**src/pcie_msg_port_defs.vh**
```
// constants for the sideband message port
`ifndef PCIE_MSG_PORT_DEFS_VH
`define PCIE_MSG_PORT_DEFS_VH
// transmit message type codes
`define TX_TYPE_LTR 3'h0
`define TX_TYPE_OBFF 3'h1
`define TX_TYPE_SSPL 3'h2
`define TX_TYPE_PME 3'h3
// ltr field positions
`define LTR_SNOOP_REQ 31
`define LTR_SNOOP_SCALE 28:26
`define LTR_SNOOP_VALUE 25:16
`define LTR_NOSNOOP_REQ 15
`define LTR_NOSNOOP_SCALE 12:10
`define LTR_NOSNOOP_VALUE 9:0
// obff, slot power and pme field positions
`define OBFF_CODE 3:0
`define SSPL_SCALE 9:8
`define SSPL_VALUE 7:0
`define PME_PF 1:0
`define PME_VF 9:4
// reset values
`define RX_TYPE_RST 5'h00
`define RX_DATA_RST 8'h00
`define TX_DATA_RST 32'h0000_0000
`endif

```
**src/pcie_cfg_message_port.v**
```verilog
// sideband message port: received-message delivery and transmit request handshake
`timescale 1ns/1ps
`default_nettype none
`include "pcie_msg_port_defs.vh"
module pcie_cfg_message_port (
	// clock and reset
	input wire clk,
	input wire sys_rst,
	// configuration strap, caught after reset release
	input wire rx_message_port_enable_attr,
	// decoded messages from the link, one parameter byte per beat
	input wire lrx_valid,
	input wire [4:0] lrx_type,
	input wire [7:0] lrx_byte,
	input wire lrx_last,
	output wire lrx_ready,
	// received-message port to user logic
	output reg msg_received_q,
	output reg [4:0] msg_received_type_q,
	output reg [7:0] msg_received_data_q,
	// transmit request from user logic
	input wire msg_transmit,
	input wire [2:0] msg_transmit_type,
	input wire [31:0] msg_transmit_data,
	output wire msg_transmit_done,
	// message request to the link transmit engine
	output wire ltx_valid,
	output reg [2:0] ltx_type_q,
	output reg [31:0] ltx_data_q,
	input wire ltx_ready,
	input wire ltx_complete,
	// decoded transmit fields
	output wire ltx_snoop_req,
	output wire [2:0] ltx_snoop_scale,
	output wire [9:0] ltx_snoop_value,
	output wire ltx_nosnoop_req,
	output wire [2:0] ltx_nosnoop_scale,
	output wire [9:0] ltx_nosnoop_value,
	output wire [3:0] ltx_obff_code,
	output wire [1:0] ltx_sspl_scale,
	output wire [7:0] ltx_sspl_value,
	output wire [1:0] ltx_pme_pf,
	output wire [5:0] ltx_pme_vf
);

	// receive delivery states
	localparam RX_IDLE = 2'h0; // waiting for the first beat
	localparam RX_BUSY = 2'h1; // inside a message, beats back to back
	localparam RX_GAP = 2'h2; // forced low cycle after the last beat

	// transmit request states
	localparam TX_IDLE = 3'h0; // no request held
	localparam TX_ISSUE = 3'h1; // offering the message to the engine
	localparam TX_WAIT = 3'h2; // engine busy sending
	localparam TX_DONE = 3'h3; // done pulse cycle
	localparam TX_DROP = 3'h4; // waiting for the user to let go

	// strap capture
	reg en_q;
	reg cap_done_q;

	// state registers
	reg [1:0] rx_state_q;
	reg [2:0] tx_state_q;

	// a beat is taken only while enabled and not in the gap
	wire rx_take;

	// strap caught once after release; reset itself only loads constants
	// the setting is fixed at configuration time, so one look is enough
	// and a pin that wanders later cannot cut a message in half
	always @(posedge clk) begin
		if (sys_rst) begin
			en_q <= 1'b0;
			cap_done_q <= 1'b0;
		end else if (!cap_done_q) begin
			en_q <= rx_message_port_enable_attr;
			cap_done_q <= 1'b1;
		end
	end

	// when disabled, beats are swallowed so the decoder never stalls
	// a refused beat must be held by the decoder until ready returns
	assign lrx_ready = !en_q || (rx_state_q != RX_GAP);
	assign rx_take = lrx_valid && lrx_ready && en_q;

	// receive delivery: one byte per high cycle, forced gap after last beat
	// type and byte only move on a taken beat, so they stay put while low
	// the per-type beat count is left to the decoder through lrx_last
	always @(posedge clk) begin
		if (sys_rst) begin
			rx_state_q <= RX_IDLE;
			msg_received_q <= 1'b0;
			msg_received_type_q <= `RX_TYPE_RST;
			msg_received_data_q <= `RX_DATA_RST;
		end else begin
			case (rx_state_q)
				// idle or inside a message: take the next beat if offered
				// a missing beat inside a message closes it early
				RX_IDLE, RX_BUSY: begin
					msg_received_q <= rx_take;
					if (rx_take) begin
						msg_received_type_q <= lrx_type;
						msg_received_data_q <= lrx_byte;
						rx_state_q <= lrx_last ? RX_GAP : RX_BUSY;
					end else if (rx_state_q == RX_BUSY) begin
						// a stalled stream still ends with a low cycle
						rx_state_q <= RX_GAP;
						msg_received_q <= 1'b0;
					end
				end

				// gap cycle: indication low, decoder held off by ready
				RX_GAP: begin
					msg_received_q <= 1'b0;
					rx_state_q <= RX_IDLE;
				end

				// unused code: fall back to idle with the indication low
				default: begin
					msg_received_q <= 1'b0;
					rx_state_q <= RX_IDLE;
				end
			endcase
		end
	end

	// transmit sequencing; request is captured so later input changes are harmless
	// the user request is only looked at in idle and drop, so a request held
	// past done is never taken twice
	always @(posedge clk) begin
		if (sys_rst) begin
			tx_state_q <= TX_IDLE;
			ltx_type_q <= `TX_TYPE_LTR;
			ltx_data_q <= `TX_DATA_RST;
		end else begin
			case (tx_state_q)
				// idle: capture type and data on a new request
				TX_IDLE: begin
					if (msg_transmit) begin
						ltx_type_q <= msg_transmit_type;
						ltx_data_q <= msg_transmit_data;
						// reserved codes are answered without sending anything
						tx_state_q <= msg_transmit_type[2] ? TX_DONE : TX_ISSUE;
					end
				end

				// offer: held until the engine takes it
				// the engine may keep ready low for any number of cycles
				TX_ISSUE: begin
					if (ltx_ready)
						tx_state_q <= TX_WAIT;
				end

				// engine sending: wait for its completion pulse
				// no time limit here, so a lost completion stalls the port
				TX_WAIT: begin
					if (ltx_complete)
						tx_state_q <= TX_DONE;
				end

				// done stands one cycle only
				TX_DONE: begin
					tx_state_q <= TX_DROP;
				end

				// drop: wait for the request to go low
				TX_DROP: begin
					// a held request after done must not start a second send
					if (!msg_transmit)
						tx_state_q <= TX_IDLE;
				end

				// unused codes: back to idle
				default: begin
					tx_state_q <= TX_IDLE;
				end
			endcase
		end
	end

	// engine offer and done are decoded from state, no extra flops
	// both change only on the edge that moves the state register
	assign ltx_valid = (tx_state_q == TX_ISSUE);
	assign msg_transmit_done = (tx_state_q == TX_DONE);

	// field decode of the captured data word
	// slices stay valid from one take until the next

	// ltr fields: snoop half in the upper word, no-snoop half in the lower
	assign ltx_snoop_req = ltx_data_q[`LTR_SNOOP_REQ];
	assign ltx_snoop_scale = ltx_data_q[`LTR_SNOOP_SCALE];
	assign ltx_snoop_value = ltx_data_q[`LTR_SNOOP_VALUE];
	assign ltx_nosnoop_req = ltx_data_q[`LTR_NOSNOOP_REQ];
	assign ltx_nosnoop_scale = ltx_data_q[`LTR_NOSNOOP_SCALE];
	assign ltx_nosnoop_value = ltx_data_q[`LTR_NOSNOOP_VALUE];

	// obff code in the low nibble
	assign ltx_obff_code = ltx_data_q[`OBFF_CODE];

	// slot power: scale above value in the low ten bits
	assign ltx_sspl_scale = ltx_data_q[`SSPL_SCALE];
	assign ltx_sspl_value = ltx_data_q[`SSPL_VALUE];

	// pme flags: physical functions low, virtual functions above a gap
	assign ltx_pme_pf = ltx_data_q[`PME_PF];
	assign ltx_pme_vf = ltx_data_q[`PME_VF];

endmodule
`default_nettype wire

```
**config.mk**
```make
export PLATFORM = sky130hd
export DESIGN_NAME = pcie_cfg_message_port
export DESIGN_NICKNAME = d
export VERILOG_FILES = /design/src/pcie_cfg_message_port.v
export VERILOG_INCLUDE_DIRS = /design/src
export SDC_FILE = /design/constraint.sdc
export NUM_CORES = 1
export LEC_CHECK = 0
export BUFFER_PORTS_ARGS = -buffer_cell sky130_fd_sc_hd__buf_2
export CAP_MARGIN = 20
export CORE_MARGIN = 10
export CORE_UTILIZATION = 35
export DETAILED_ROUTE_END_ITERATION = 16
export GPL_TIMING_DRIVEN = 0
export PLACE_DENSITY = 0.65
export SLEW_MARGIN = 20
export SYNTH_ARGS = -nofsm -noshare
export SYNTH_HDL_FRONTEND = slang
export SYNTH_SLANG_ARGS = --single-unit
export TNS_END_PERCENT = 100
```
**constraint.sdc**
```tcl
create_clock -name clk -period 2.2 [get_ports clk]
set_clock_uncertainty 0.15 [all_clocks]
set_input_delay 0.11 -clock clk [delete_from_list [all_inputs] [get_ports clk]]
set_output_delay 0.11 -clock clk [all_outputs]
set_load 0.1 [all_outputs]
```
# == After elaboration in Yosys (flattened, before gate mapping) ==
# Index checks and enable logic that the tools add are counted.
# totals
reg_bits,56
input_bits,56
wordCells,43
# op_classes
eq_ne,10
n_mux,11
bitwise,1
n_reduce_logical,12
# op_table
cell,count
$pmux 3 s5,1
$mux 3,4
$mux 2,4
$ne 2x2->1 const B,4
$eq 3x2->1 const B,2
$reduce_and 2->1,2
$reduce_and 4->1,1
$reduce_or 2->1,2
$eq 3x1->1 const B,1
$eq 3x3->1 const B,1
$logic_not 3->1,1
$eq 2x1->1 const B,1
$logic_and 1x1->1,2
$logic_not 2->1,1
$mux 1,2
$ne 2x1->1 const B,1
$reduce_bool 2->1,1
$logic_not 1->1,1
$logic_or 1x1->1,1
$not 1->1,1

# == Logic depth before layout (Yosys ltp) ==
# Gate-level depths: netlist of run 1.
# logic_depth
depth_word,5
depth_mapped,4
ltp_nobuf,2

# == Worst setup path before layout of run 1 ==
# OpenSTA, ideal clock, no wires.
# synth_path
path_type,register to output
startpoint,register tx_state_q[0]
endpoint,output port ltx_valid
arrival_time_ns,2.639
required_time_ns,1.940
setup_slack_ns,-0.699
stages_incl_launch_ff,2
n_path_buf,0
path_cell_list,dfxtp_1 nor3b_1
# synth_via
elab_chain_len,1
# synth_rtl
element,line,rtl
start: declaration,pcie_cfg_message_port.v:64,reg [2:0] tx_state_q;
start signal: assignment,pcie_cfg_message_port.v:144,tx_state_q <= msg_transmit_type[2] ? TX_DONE : TX_ISSUE;
$eq 3x1->1,pcie_cfg_message_port.v:184,assign ltx_valid = (tx_state_q == TX_ISSUE);
end: declaration,pcie_cfg_message_port.v:27,"output wire ltx_valid,"
# No other way between the ends.

# == Final worst setup path of run 1 ==
# layout_path
startpoint,register tx_state_q[1]
endpoint,output port msg_transmit_done
# layout_via
elab_chain_len,1
# layout_rtl
element,line,rtl
$eq 3x2->1,pcie_cfg_message_port.v:185,assign msg_transmit_done = (tx_state_q == TX_DONE);
end: declaration,pcie_cfg_message_port.v:25,"output wire msg_transmit_done,"
# No other way between the ends.

==> results.txt, run 1 <==
----------------------------------------------------
[Global route]
  Number of global-route vias before repair ... approximately 2800
  Global-route wire length before repair ... ~14 mm
  Global Route met3 Usage ... 3.84%
  GRT Max-Usage Layer ... met2
  Met2 layer usage reported by global route ... about a quarter
  Total global routing track utilization ... a little over an eighth
  Met1 global-route usage ... 14.3%
  Antenna violations before repair ... 0
  Pin count of the biggest net entering global routing ... 16
  Global route total overflow ... 0

[CTS]
  Clock tree from TritonCTS ... built
  Clock Tree Buf Depth ... 2
  CTS Sinks ... 56
  Post CTS Setup Buffer Count ... 0
  Clock H-tree levels ... 2
  Root Buffer ... clkbuf_8
  CTS clock-pin slew for the worst setup and hold paths ... ~0.10 ns
  Latest clock arrival within the worst-skew pair ... approximately 0.3 ns
  Number of buffers created by CTS ... 5

[Setup path]
  Minimum setup slack among reg-to-reg paths ... 0.67 ns
  Crit path depth ... 2
  Data arrival time of the worst path ... 1.45 ns
  Required time reported for the critical path endpoint ... about 1.9 ns
  Reg-to-Reg End ... ltx_data_q[15]
  Largest delay contributor family on the critical path ... flip-flops
  R2r worst-path depth ... 4
  Setup crit end kind ... output pin
  Setup CP Type ... reg -> out
  Worst r2r src ... tx_state_q[2]
  Critical path fanouts, max ... 8
  Kind of start point of the critical path ... flip-flop
  Max stage delay on crit path ... 0.48 ns
  Sequence of cells on the critical path ... and3b_2 > buf_2
  Buffers plus inverters on the worst setup path ... 1
  Crit-path slowest cell ... dfxtp_1

[Power and ir drop]
  Worst IR drop on VDD ... roughly 0.40 mV
  Power density over the cells ... a little over 800 nW/um2
  Internal Power ... between 0.0015 and 0.002 W
  P_sw ... between 0.0015 and 0.002 W
  Proportion of power drawn by flip-flops and latches ... roughly 33%
  Leakage power ... 2.24 nW
  Clk network pwr share ... between 15 and 20%
  Proportion of power drawn by combinational gates ... around 51%
  Fraction of power spent switching nets ... roughly 50%

[Status]
  Run status ... completed

[Layout]
  Most common library cell in the layout ignoring fill and taps ... buf_2
  Antenna diode count ... 0
  Area growth from synthesis to final layout ... 53.9%
  Share of layout cells above drive strength 1 ... roughly 44%
  # nets final ... approximately 560
  Fin cells ... roughly 600
  Layout Utilization ... a little over half
  Most frequent cells in the layout ... 158 x buf_2, 97 x nand2b_1, 56 x dfxtp_1

[Min path]
  Start point of the worst min-delay path ... msg_transmit
  Worst hold stages ... 3
  Min-Delay Endpoint ... tx_state_q[0]
  Hold crit path type ... in -> reg

[Floorplanning]
  Floorplan die area ... roughly 12000 um2
  Top Ports ... about 160
  Core Rows ... 33
  Die height ... around 110 um
  Area of the core ... about 8100 um2
  Effective utilization at floorplan ... ~35%
  Horizontal die dimension ... roughly 110 um

[Drt]
  Remaining antenna violation count after routing ... 0
  Vias/cell ... roughly 4.2
  Number of optimization iterations in the first detailed-route pass ... 4
  DR vias ... 2580
  WL/cell ... approximately 14 um
  DRC violation count after routing ... 0
  Iteration-0 DRC count of the detailed router ... 52
  Total detailed-routing wirelength ... around 8.5 mm

[STA]
  Number of max-slew violations in the final report ... 0
  Maximum clock frequency ... approximately 0.58 GHz
  Part of the cycle the worst path needs ... between 70% and 80%
  Final Setup Violations ... 0
  Setup repair after global routing missed its margin ... no
  Final critical-path setup slack ... 0.486 ns
  Relative slew slack ... roughly 66%
  Final critical delay including setup and external delays ... 1.71 ns
  Worst-Margin Slew ... between 0.5 and 0.6 ns
  Final hold viol count ... 0
  Total Neg Setup Slack ... 0 ns

[Yosys]
  Proportion of netlist area held by the largest area contributor ... about two fifths
  Mean cell area of the mapped netlist ... 9.95 um2
  Register bit total from synthesis ... 56
  Number of nets in the synthesized netlist ... 346
  Area leader, netlist ... dfxtp_1
  Largest cells by area after synthesis ... dfxtp_1 39%, nand2b_1 21%, mux2i_1 17%
  Share of synthesized area occupied by flip-flops and latches ... between 30% and 40%
  Number of instances in the synthesized netlist ... between 200 and 300
  Count of distinct cell types in the synthesized netlist ... 27
  Number of synthesis warnings ... 0
  Netlist area before placement ... slightly below 3000 um2

[Place]
  Pre-CTS setup slack ... roughly 0.68 ns
  Detail Placement HPWL ... around 6.4 mm
  Buffers on Ports ... roughly 160
  Routability congestion estimate from global placement ... around 0.75
  Number of placed cells counting well taps ... between 500 and 600

[Job]
  Max cap viols ... 0

----------------------------------------------------
[worst reg2reg max path: stages, from the launching register on]
cell,delay [ns]
dfxtp_1,0.38
nor4b_2,0.32
buf_6,0.22
buf_12,0.16
mux2i_1,0.22
[sequential cells by signal (all words and copies together) (netlist names)]
name                 flops
cap_done_q               1
en_q                     1
ltx_data_q              32
ltx_type_q               3
msg_received_data_q      8
msg_received_q           1
msg_received_type_q      5
rx_state_q               2
tx_state_q               3
[final cells by class]
type,instances,area [um2]
Tap cell,105,131
Sequential cell,56,1120
Clock buffer,7,96.3
Multi-Input combinational cell,166,1260
Timing Repair Buffer,210,1320
Inverter,1,3.75
Fill cell,721,3690
Buffer,67,505
[metal layers]
metal  up-vias  part of all wire (%)
met2        74                    52
met4         0                   1.4
met1      1181                    41
li1       1317                     -
met5         -                     0
met3         8                   5.9
[power by group through the flow]
| stage | clock network, W | logic (W) | registers (W) |
|---|---|---|---|
| floorplan | 0 | 0.00101 | 0.00165 |
| global placement | 0 | 0.00173 | 0.00118 |
| detailed placement | 0 | 0.00174 | 0.00118 |
| CTS | 0.000641 | 0.00182 | 0.00116 |
| global route | 0.000662 | 0.00187 | 0.00117 |
| finish | 0.000606 | 0.00181 | 0.00116 |
[metrics by stage]
| stage | total power, W | hold slack [ns] | instance area, um2 |
|---|---|---|---|
| CTS | 0.00362 | 0.0277 | 4440 |
| global placement | 0.00291 | 0.146 | 3800 |
| detailed placement | 0.00292 | 0.149 | 3800 |
| global route | 0.00371 | 0.0616 | 4440 |
| floorplan | 0.00266 | 0.0377 | 2890 |
| finish | 0.00357 | 0.0436 | 4440 |
[logic make-up (layout without fill, tap and decap cells)]
family | Yosys count | count (layout) | share of synthesized area, %
muxes | 50 | 50 | 17.4
and+or+nand+nor | 109 | 109 | 24.1
DFF | 56 | 56 | 38.9
AOI/OAI and AO/OA | 7 | 7 | 1.99
buffers and inverters | 68 | 285 | 17.6
[cells in the mapped netlist (all sizes together)]
cell     number
mux2          1
inv           1
o21ai         1
o211a         1
and3b         2
buf          57
nand3         1
nor3b         1
mux2i        49
a211oi        2
a21bo         1
dfxtp        56
o21a          1
nor4          1
and4bb        1
a2111oi       1
nor3          1
nand2         1
clkbuf       10
nor2          2
nor4b         1
nand3b        1
nand2b       97
[worst max-delay path by stage]
| stage | slack, ns | from | end |
|---|---|---|---|
| 2_1_floorplan | 0.30 | tx_state_q[0] | ltx_valid |
| 3_3_place_gp | 0.77 | tx_state_q[2] | ltx_data_q[28] |
| 3_5_place_dp | 0.68 | tx_state_q[2] | ltx_data_q[15] |
| 4_1_cts | 0.47 | tx_state_q[1] | msg_transmit_done |
| 5_1_grt | 0.41 | tx_state_q[1] | msg_transmit_done |
| 6_report | 0.49 | tx_state_q[1] | msg_transmit_done |
[timing repair]
item                      in CTS  in global routing
hold buffers                  54                  0
hold endpoints to repair      54                  0
gates resized for setup        0                  0
Note: power is estimated with default switching activity, not from simulation.
==> run 2: changes to the inputs <==
Settings changed: PLACE_DENSITY 0.65 to 0.68.
Clock period 2.2 ns to 1.55 ns, I/O delays scaled along.
==> run 2 against run 1 <==
Against the previous run:
- global-route usage is 0.16 points lower
- cell area is 3.0% higher
- clock power is 73% higher
- die area stayed put
- critical path depth is 1 higher
- utilization is 1.6 points higher
- first-iteration DRC count is 17% lower
- critical endpoint is now rx_state_q[0]
==> results.txt, run 2 (synthesis results as in run 1) <==
----------------------------------------------------
[Status]
  Run status ... completed

[Layout]
  Fin cells ... between 600 and 700
  Share of layout cells above drive strength 1 ... about 51%
  # nets final ... ~570
  Registers with the highest flip-flop counts ... ltx_data_q: 32 flops, msg_received_data_q: 8 flops, msg_received_type_q: 5 flops
  Most common library cell in the layout ignoring fill and taps ... buf_2
  Area growth from synthesis to final layout ... 58.5%
  Largest Register ... ltx_data_q
  Most frequent cells in the layout ... 156 x buf_2, 97 x nand2b_1, 56 x buf_4
  Flip-flop count of the largest register, all copies and words added ... 32
  Layout Utilization ... a little under three fifths

[Global route]
  Global-route wire length before repair ... approximately 14 mm
  Total global routing track utilization ... a little over an eighth
  Number of global-route vias before repair ... 2700
  Global route total overflow ... 0
  Pin count of the biggest net entering global routing ... 17
  Antenna violations before repair ... 1

[CTS]
  Number of buffers created by CTS ... 5
  Clock Tree Buf Depth ... 2
  Latest clock arrival within the worst-skew pair ... about 0.30 ns
  Clock H-tree levels ... 2
  CTS clock-pin slew for the worst setup and hold paths ... ~0.1 ns
  Clock tree from TritonCTS ... built
  Root Buffer ... clkbuf_8
  CTS Sinks ... 56

[Floorplanning]
  Effective utilization at floorplan ... 35.5%
  Top Ports ... around 160
  Core Rows ... 33
  Area of the core ... ~8100 um2
  Floorplan die area ... between 10000 and 15000 um2
  Die height ... 111 um
  Horizontal die dimension ... about 110 um

[Job]
  Max cap viols ... 0

[STA]
  Maximum clock frequency ... between 0.6 and 0.7 GHz
  Number of max-slew violations in the final report ... 0
  Relative slew slack ... between 60% and 70%
  Worst-Margin Slew ... between 0.5 and 0.6 ns
  Hold slack final ... ~0.14 ns
  Total Neg Setup Slack ... 0 ns
  Part of the cycle the worst path needs ... 95.0%
  Final critical delay including setup and external delays ... ~1.5 ns
  Final Setup Violations ... 0
  Final hold viol count ... 0

[Place]
  Detail Placement HPWL ... approximately 6.4 mm
  Buffers on Ports ... between 150 and 200
  Number of placed cells counting well taps ... about 550
  Routability congestion estimate from global placement ... 0.760

[Drt]
  Remaining antenna violation count after routing ... 0
  Total detailed-routing wirelength ... 8.62 mm
  Iteration-0 DRC count of the detailed router ... 43
  DR vias ... between 2000 and 3000
  Vias/cell ... 4.17
  Number of optimization iterations in the first detailed-route pass ... 4
  DRC violation count after routing ... 0
  WL/cell ... between 10 and 15 um

[Power and ir drop]
  Worst IR drop on VDD ... roughly 0.54 mV
  Leakage power ... ~2.3 nW
  Power density over the cells ... between 1000 and 1500 nW/um2

[Setup path]
  Setup crit end kind ... flip-flop
  Critical path fanouts, max ... 6
  Data arrival time of the worst path ... about 1.6 ns
  Setup CP Type ... reg -> reg
  Required time reported for the critical path endpoint ... 1.66 ns
  Kind of start point of the critical path ... flip-flop

[Min path]
  Hold crit path type ... in -> reg

----------------------------------------------------
run 2: through the flow:
step	total power, W	setup WS (ns)	instance area, um2
floorplan	0.00380	0.0432	2930
global placement	0.00415	0.0781	3840
detailed placement	0.00417	0.0470	3840
CTS	0.00536	0.000580	4530
global route	0.00552	-0.00764	4570
finish	0.00532	0.0774	4570
run 2: timing repair:
item                                   4_1_cts  5_1_grt
setup endpoints to repair                    2       32
pin swaps                                    0        1
resized for setup                            4        2
endpoints found under the hold margin       54        0
hold buffers                                55        0
buffers inserted                             0        5
run 2: worst max-delay path, cell delays in order (launching register included):
cell,delay [ns]
dfxtp_1,0.43
nand2_1,0.10
nor4_1,0.17
dlygate4sd3_1,0.58
run 2: cell type report:
type,count,area [um2]
Tap cell,105,131
Clock inverter,1,30.0
Timing Repair Buffer,216,1380
Clock buffer,7,96.3
Antenna cell,1,2.50
Multi-Input combinational cell,166,1270
Sequential cell,56,1160
Inverter,1,3.75
Buffer,67,505
Fill cell,740,3560
run 2: power breakdown:
part,internal [W],total [W],switching [W]
combinational,0.000661,0.00260,0.00194
clock,0.000571,0.00105,0.000475
sequential,0.00156,0.00167,0.000102
total,0.00280,0.00532,0.00252
run 2: routing by layer:
| metal | wire [um] | vias to the layer above | global-route usage, % | share of wire (%) |
|---|---|---|---|---|
| met5 | 0 | - | 0 | 0 |
| met3 | 725 | 4 | 5.09 | 8.4 |
| met2 | 4260 | 89 | 23.0 | 49 |
| met4 | 51 | 0 | 2.86 | 0.59 |
| met1 | 3580 | 1168 | 15.0 | 42 |
| li1 | - | 1325 | - | - |
run 2: final timing paths:
kind | from | endpoint | slack [ns] | depth (start not counted)
max | en_q | rx_state_q[0] | 0.08 | 3
min | sys_rst | ltx_data_q[25] | 0.14 | 3
max reg2reg | en_q | rx_state_q[0] | 0.08 | 3
min reg2reg | msg_received_data_q[4] | msg_received_data_q[4] | 0.33 | 2
==> run 3: changes to the inputs <==
--- a/config.mk
+++ b/config.mk
@@ -10,8 +10,8 @@
 export CAP_MARGIN = 20
 export CORE_MARGIN = 10
-export CORE_UTILIZATION = 35
+export CORE_UTILIZATION = 40
 export DETAILED_ROUTE_END_ITERATION = 16
 export GPL_TIMING_DRIVEN = 0
-export PLACE_DENSITY = 0.68
+export PLACE_DENSITY = 0.76
 export SLEW_MARGIN = 20
 export SYNTH_ARGS = -nofsm -noshare
--- a/constraint.sdc
+++ b/constraint.sdc
@@ -3,3 +3,3 @@
 set_input_delay 0.0775 -clock clk [delete_from_list [all_inputs] [get_ports clk]]
 set_output_delay 0.0775 -clock clk [all_outputs]
-set_load 0.1 [all_outputs]
+set_load 0.02 [all_outputs]
==> run 3 against run 2 <==
Against the previous run:
- sequential power about the same
- power fell by 32%
- cell count decreased by 2.6%
- wire length rose by 0.31%
- largest cell class unchanged
- register-to-register slack gained 0.03 ns
- combinational power is 52% lower
- global-route usage is 1.9 points higher
- critical endpoint unchanged
- non-clock buffer count fell by 3
==> results.txt, run 3 (synthesis results as in run 1) <==
----------------------------------------------------
[STA]
  Final critical delay including setup and external delays ... ~1.5 ns
  Worst-Margin Slew ... roughly 0.41 ns
  Final hold viol count ... 0
  Maximum clock frequency ... between 0.6 and 0.7 GHz
  Relative slew slack ... 73.0%
  Part of the cycle the worst path needs ... between 90% and 100%
  Total Neg Setup Slack ... 0 ns
  Setup repair after global routing missed its margin ... no
  Number of max-slew violations in the final report ... 0
  Final Setup Violations ... 0

[Place]
  Number of placed cells counting well taps ... between 500 and 600
  Dpl cell area ... between 3000 and 4000 um2
  Routability congestion estimate from global placement ... about 0.72
  Detail Placement HPWL ... roughly 6.3 mm
  Buffers on Ports ... between 150 and 200

[Power and ir drop]
  Leakage power ... 2.24 nW
  Power density over the cells ... just over 800 nW/um2
  Design Power ... between 0.003 and 0.004 W
  Worst IR drop on VDD ... ~0.44 mV

[Layout]
  Area used by multi-input combinational logic ... 1260 um2
  Area growth from synthesis to final layout ... 53.4%
  Antenna diode count ... 0
  # nets final ... approximately 570
  Share of layout cells above drive strength 1 ... about 45%
  Flip-flop count of the largest register, all copies and words added ... 32
  Most common library cell in the layout ignoring fill and taps ... buf_2
  Cell area after layout ... around 4400 um2
  Layout filler cell count ... around 600
  Most frequent cells in the layout ... 158 x buf_2, 97 x nand2b_1, 54 x dfxtp_1, 54 x dlygate4sd3_1, 53 x buf_4
  Layout Utilization ... about 64%
  Largest Register ... ltx_data_q
  Fin cells ... between 600 and 700
  Registers with the highest flip-flop counts ... ltx_data_q: 32 flops, msg_received_data_q: 8 flops, msg_received_type_q: 5 flops
  Seq. cell area ... about 1100 um2

[Global route]
  Global-route wire length before repair ... 14.1 mm
  Pin count of the biggest net entering global routing ... 15
  Antenna violations before repair ... 0
  Global route total overflow ... 0
  Total global routing track utilization ... around 15%
  Number of global-route vias before repair ... around 2800

[CTS]
  Root Buffer ... clkbuf_8
  Clock tree from TritonCTS ... built
  CTS Sinks ... 56
  Number of buffers created by CTS ... 5
  Clock H-tree levels ... 2
  Latest clock arrival within the worst-skew pair ... ~0.3 ns
  Clock Tree Buf Depth ... 2
  CTS clock-pin slew for the worst setup and hold paths ... 0.09 ns

[Setup path]
  R2r worst-path depth ... 4
  Max stage delay on crit path ... approximately 0.58 ns
  Data arrival time of the worst path ... between 1.5 and 2 ns
  Critical path fanouts, max ... 2
  Sequence of cells on the critical path ... dlygate4sd3_1 > buf_2 > nor4_2 > dlygate4sd3_1
  Reg-to-Reg End ... ltx_data_q[7]
  Setup crit end kind ... flip-flop
  Crit-path slowest cell ... dlygate4sd3_1
  Worst r2r src ... tx_state_q[0]
  Cell seen most often among critical-path stages ... dlygate4sd3_1
  Setup CP Type ... in -> reg
  Minimum setup slack among reg-to-reg paths ... between 0.1 and 0.15 ns
  Kind of start point of the critical path ... input pin
  Required time reported for the critical path endpoint ... 1.65 ns

[Floorplanning]
  Top Ports ... ~160
  Area of the core ... between 6000 and 7000 um2
  Core Rows ... 30
  Floorplan die area ... 11000 um2
  Horizontal die dimension ... about 100 um
  Die height ... ~100 um
  Effective utilization at floorplan ... approximately two fifths

[Drt]
  Vias/cell ... ~4.3
  Remaining antenna violation count after routing ... 0
  DRC violation count after routing ... 0
  Number of optimization iterations in the first detailed-route pass ... 4
  Total detailed-routing wirelength ... 8.65 mm
  WL/cell ... 14.3 um
  Iteration-0 DRC count of the detailed router ... 41
  DR vias ... 2588

[Min path]
  Worst hold stages ... 3
  Start point of the worst min-delay path ... msg_transmit
  Hold crit path type ... in -> reg
  Min-Delay Endpoint ... tx_state_q[0]

[Status]
  Run status ... completed

[Job]
  Max cap viols ... 0

----------------------------------------------------
-- run 3: cell count changes in the layout (fill, tap and decap cells not counted), sizes merged --
cell	previous run	this run
buf	218	216
clkbuf	17	15
dlygate4sd3	55	54
bufinv	1	0
diode	1	0
-- run 3: critical path, delay by kind of cell --
family	cells	cell delay, ns
buf+inv	3	1.24
simple gates	1	0.24
-- run 3: repair_timing --
action                                  in CTS  in global routing
buffers inserted                             0                  3
hold endpoints to repair                    54                  0
hold buffers                                54                  0
gates resized for setup                      0                  3
endpoints found under the setup margin       0                 12
-- run 3: power by group --
part	leakage (nW)	switching, W	internal, W
Sequential	0.459	0.000100	0.00155
Clock	0.0359	0.000425	0.000293
Combinational	1.75	0.000613	0.000642
-- run 3: through the flow --
stage	setup WS (ns)	hold WS, ns
after floorplan	0.215	0.00520
after global placement	0.116	0.114
after detailed placement	0.0737	0.117
after CTS	0.0544	0.000617
after global routing	0.0216	0.0295
final	0.0920	0.00945
-- run 3: how the worst max path moves through the flow --
stage / start / to / cells after the start
global route: tx_state_q[2] / ltx_data_q[22] / 4
global placement: tx_state_q[2] / ltx_data_q[7] / 4
floorplan: tx_state_q[2] / ltx_data_q[0] / 4
CTS: tx_state_q[0] / ltx_data_q[16] / 4
detailed placement: tx_state_q[0] / ltx_data_q[18] / 4
finish: lrx_last / rx_state_q[0] / 4
-- run 3: cell type report --
class / instances / area share, %
buffer: 67 / 11.4
clock buffer: 5 / 1.55
inverter: 1 / 0.0848
multi-input combinational: 166 / 28.5
sequential: 56 / 25.4
tap: 96 / 2.71
timing repair buffer: 213 / 30.4
-- run 3: metal layers --
layer,global-route usage [%],wire length [um],up-vias
met4,4.12,90,0
met5,0,0,-
met1,16.3,3480,1186
met3,3.56,411,6
li1,-,-,1320
met2,28.7,4670,76
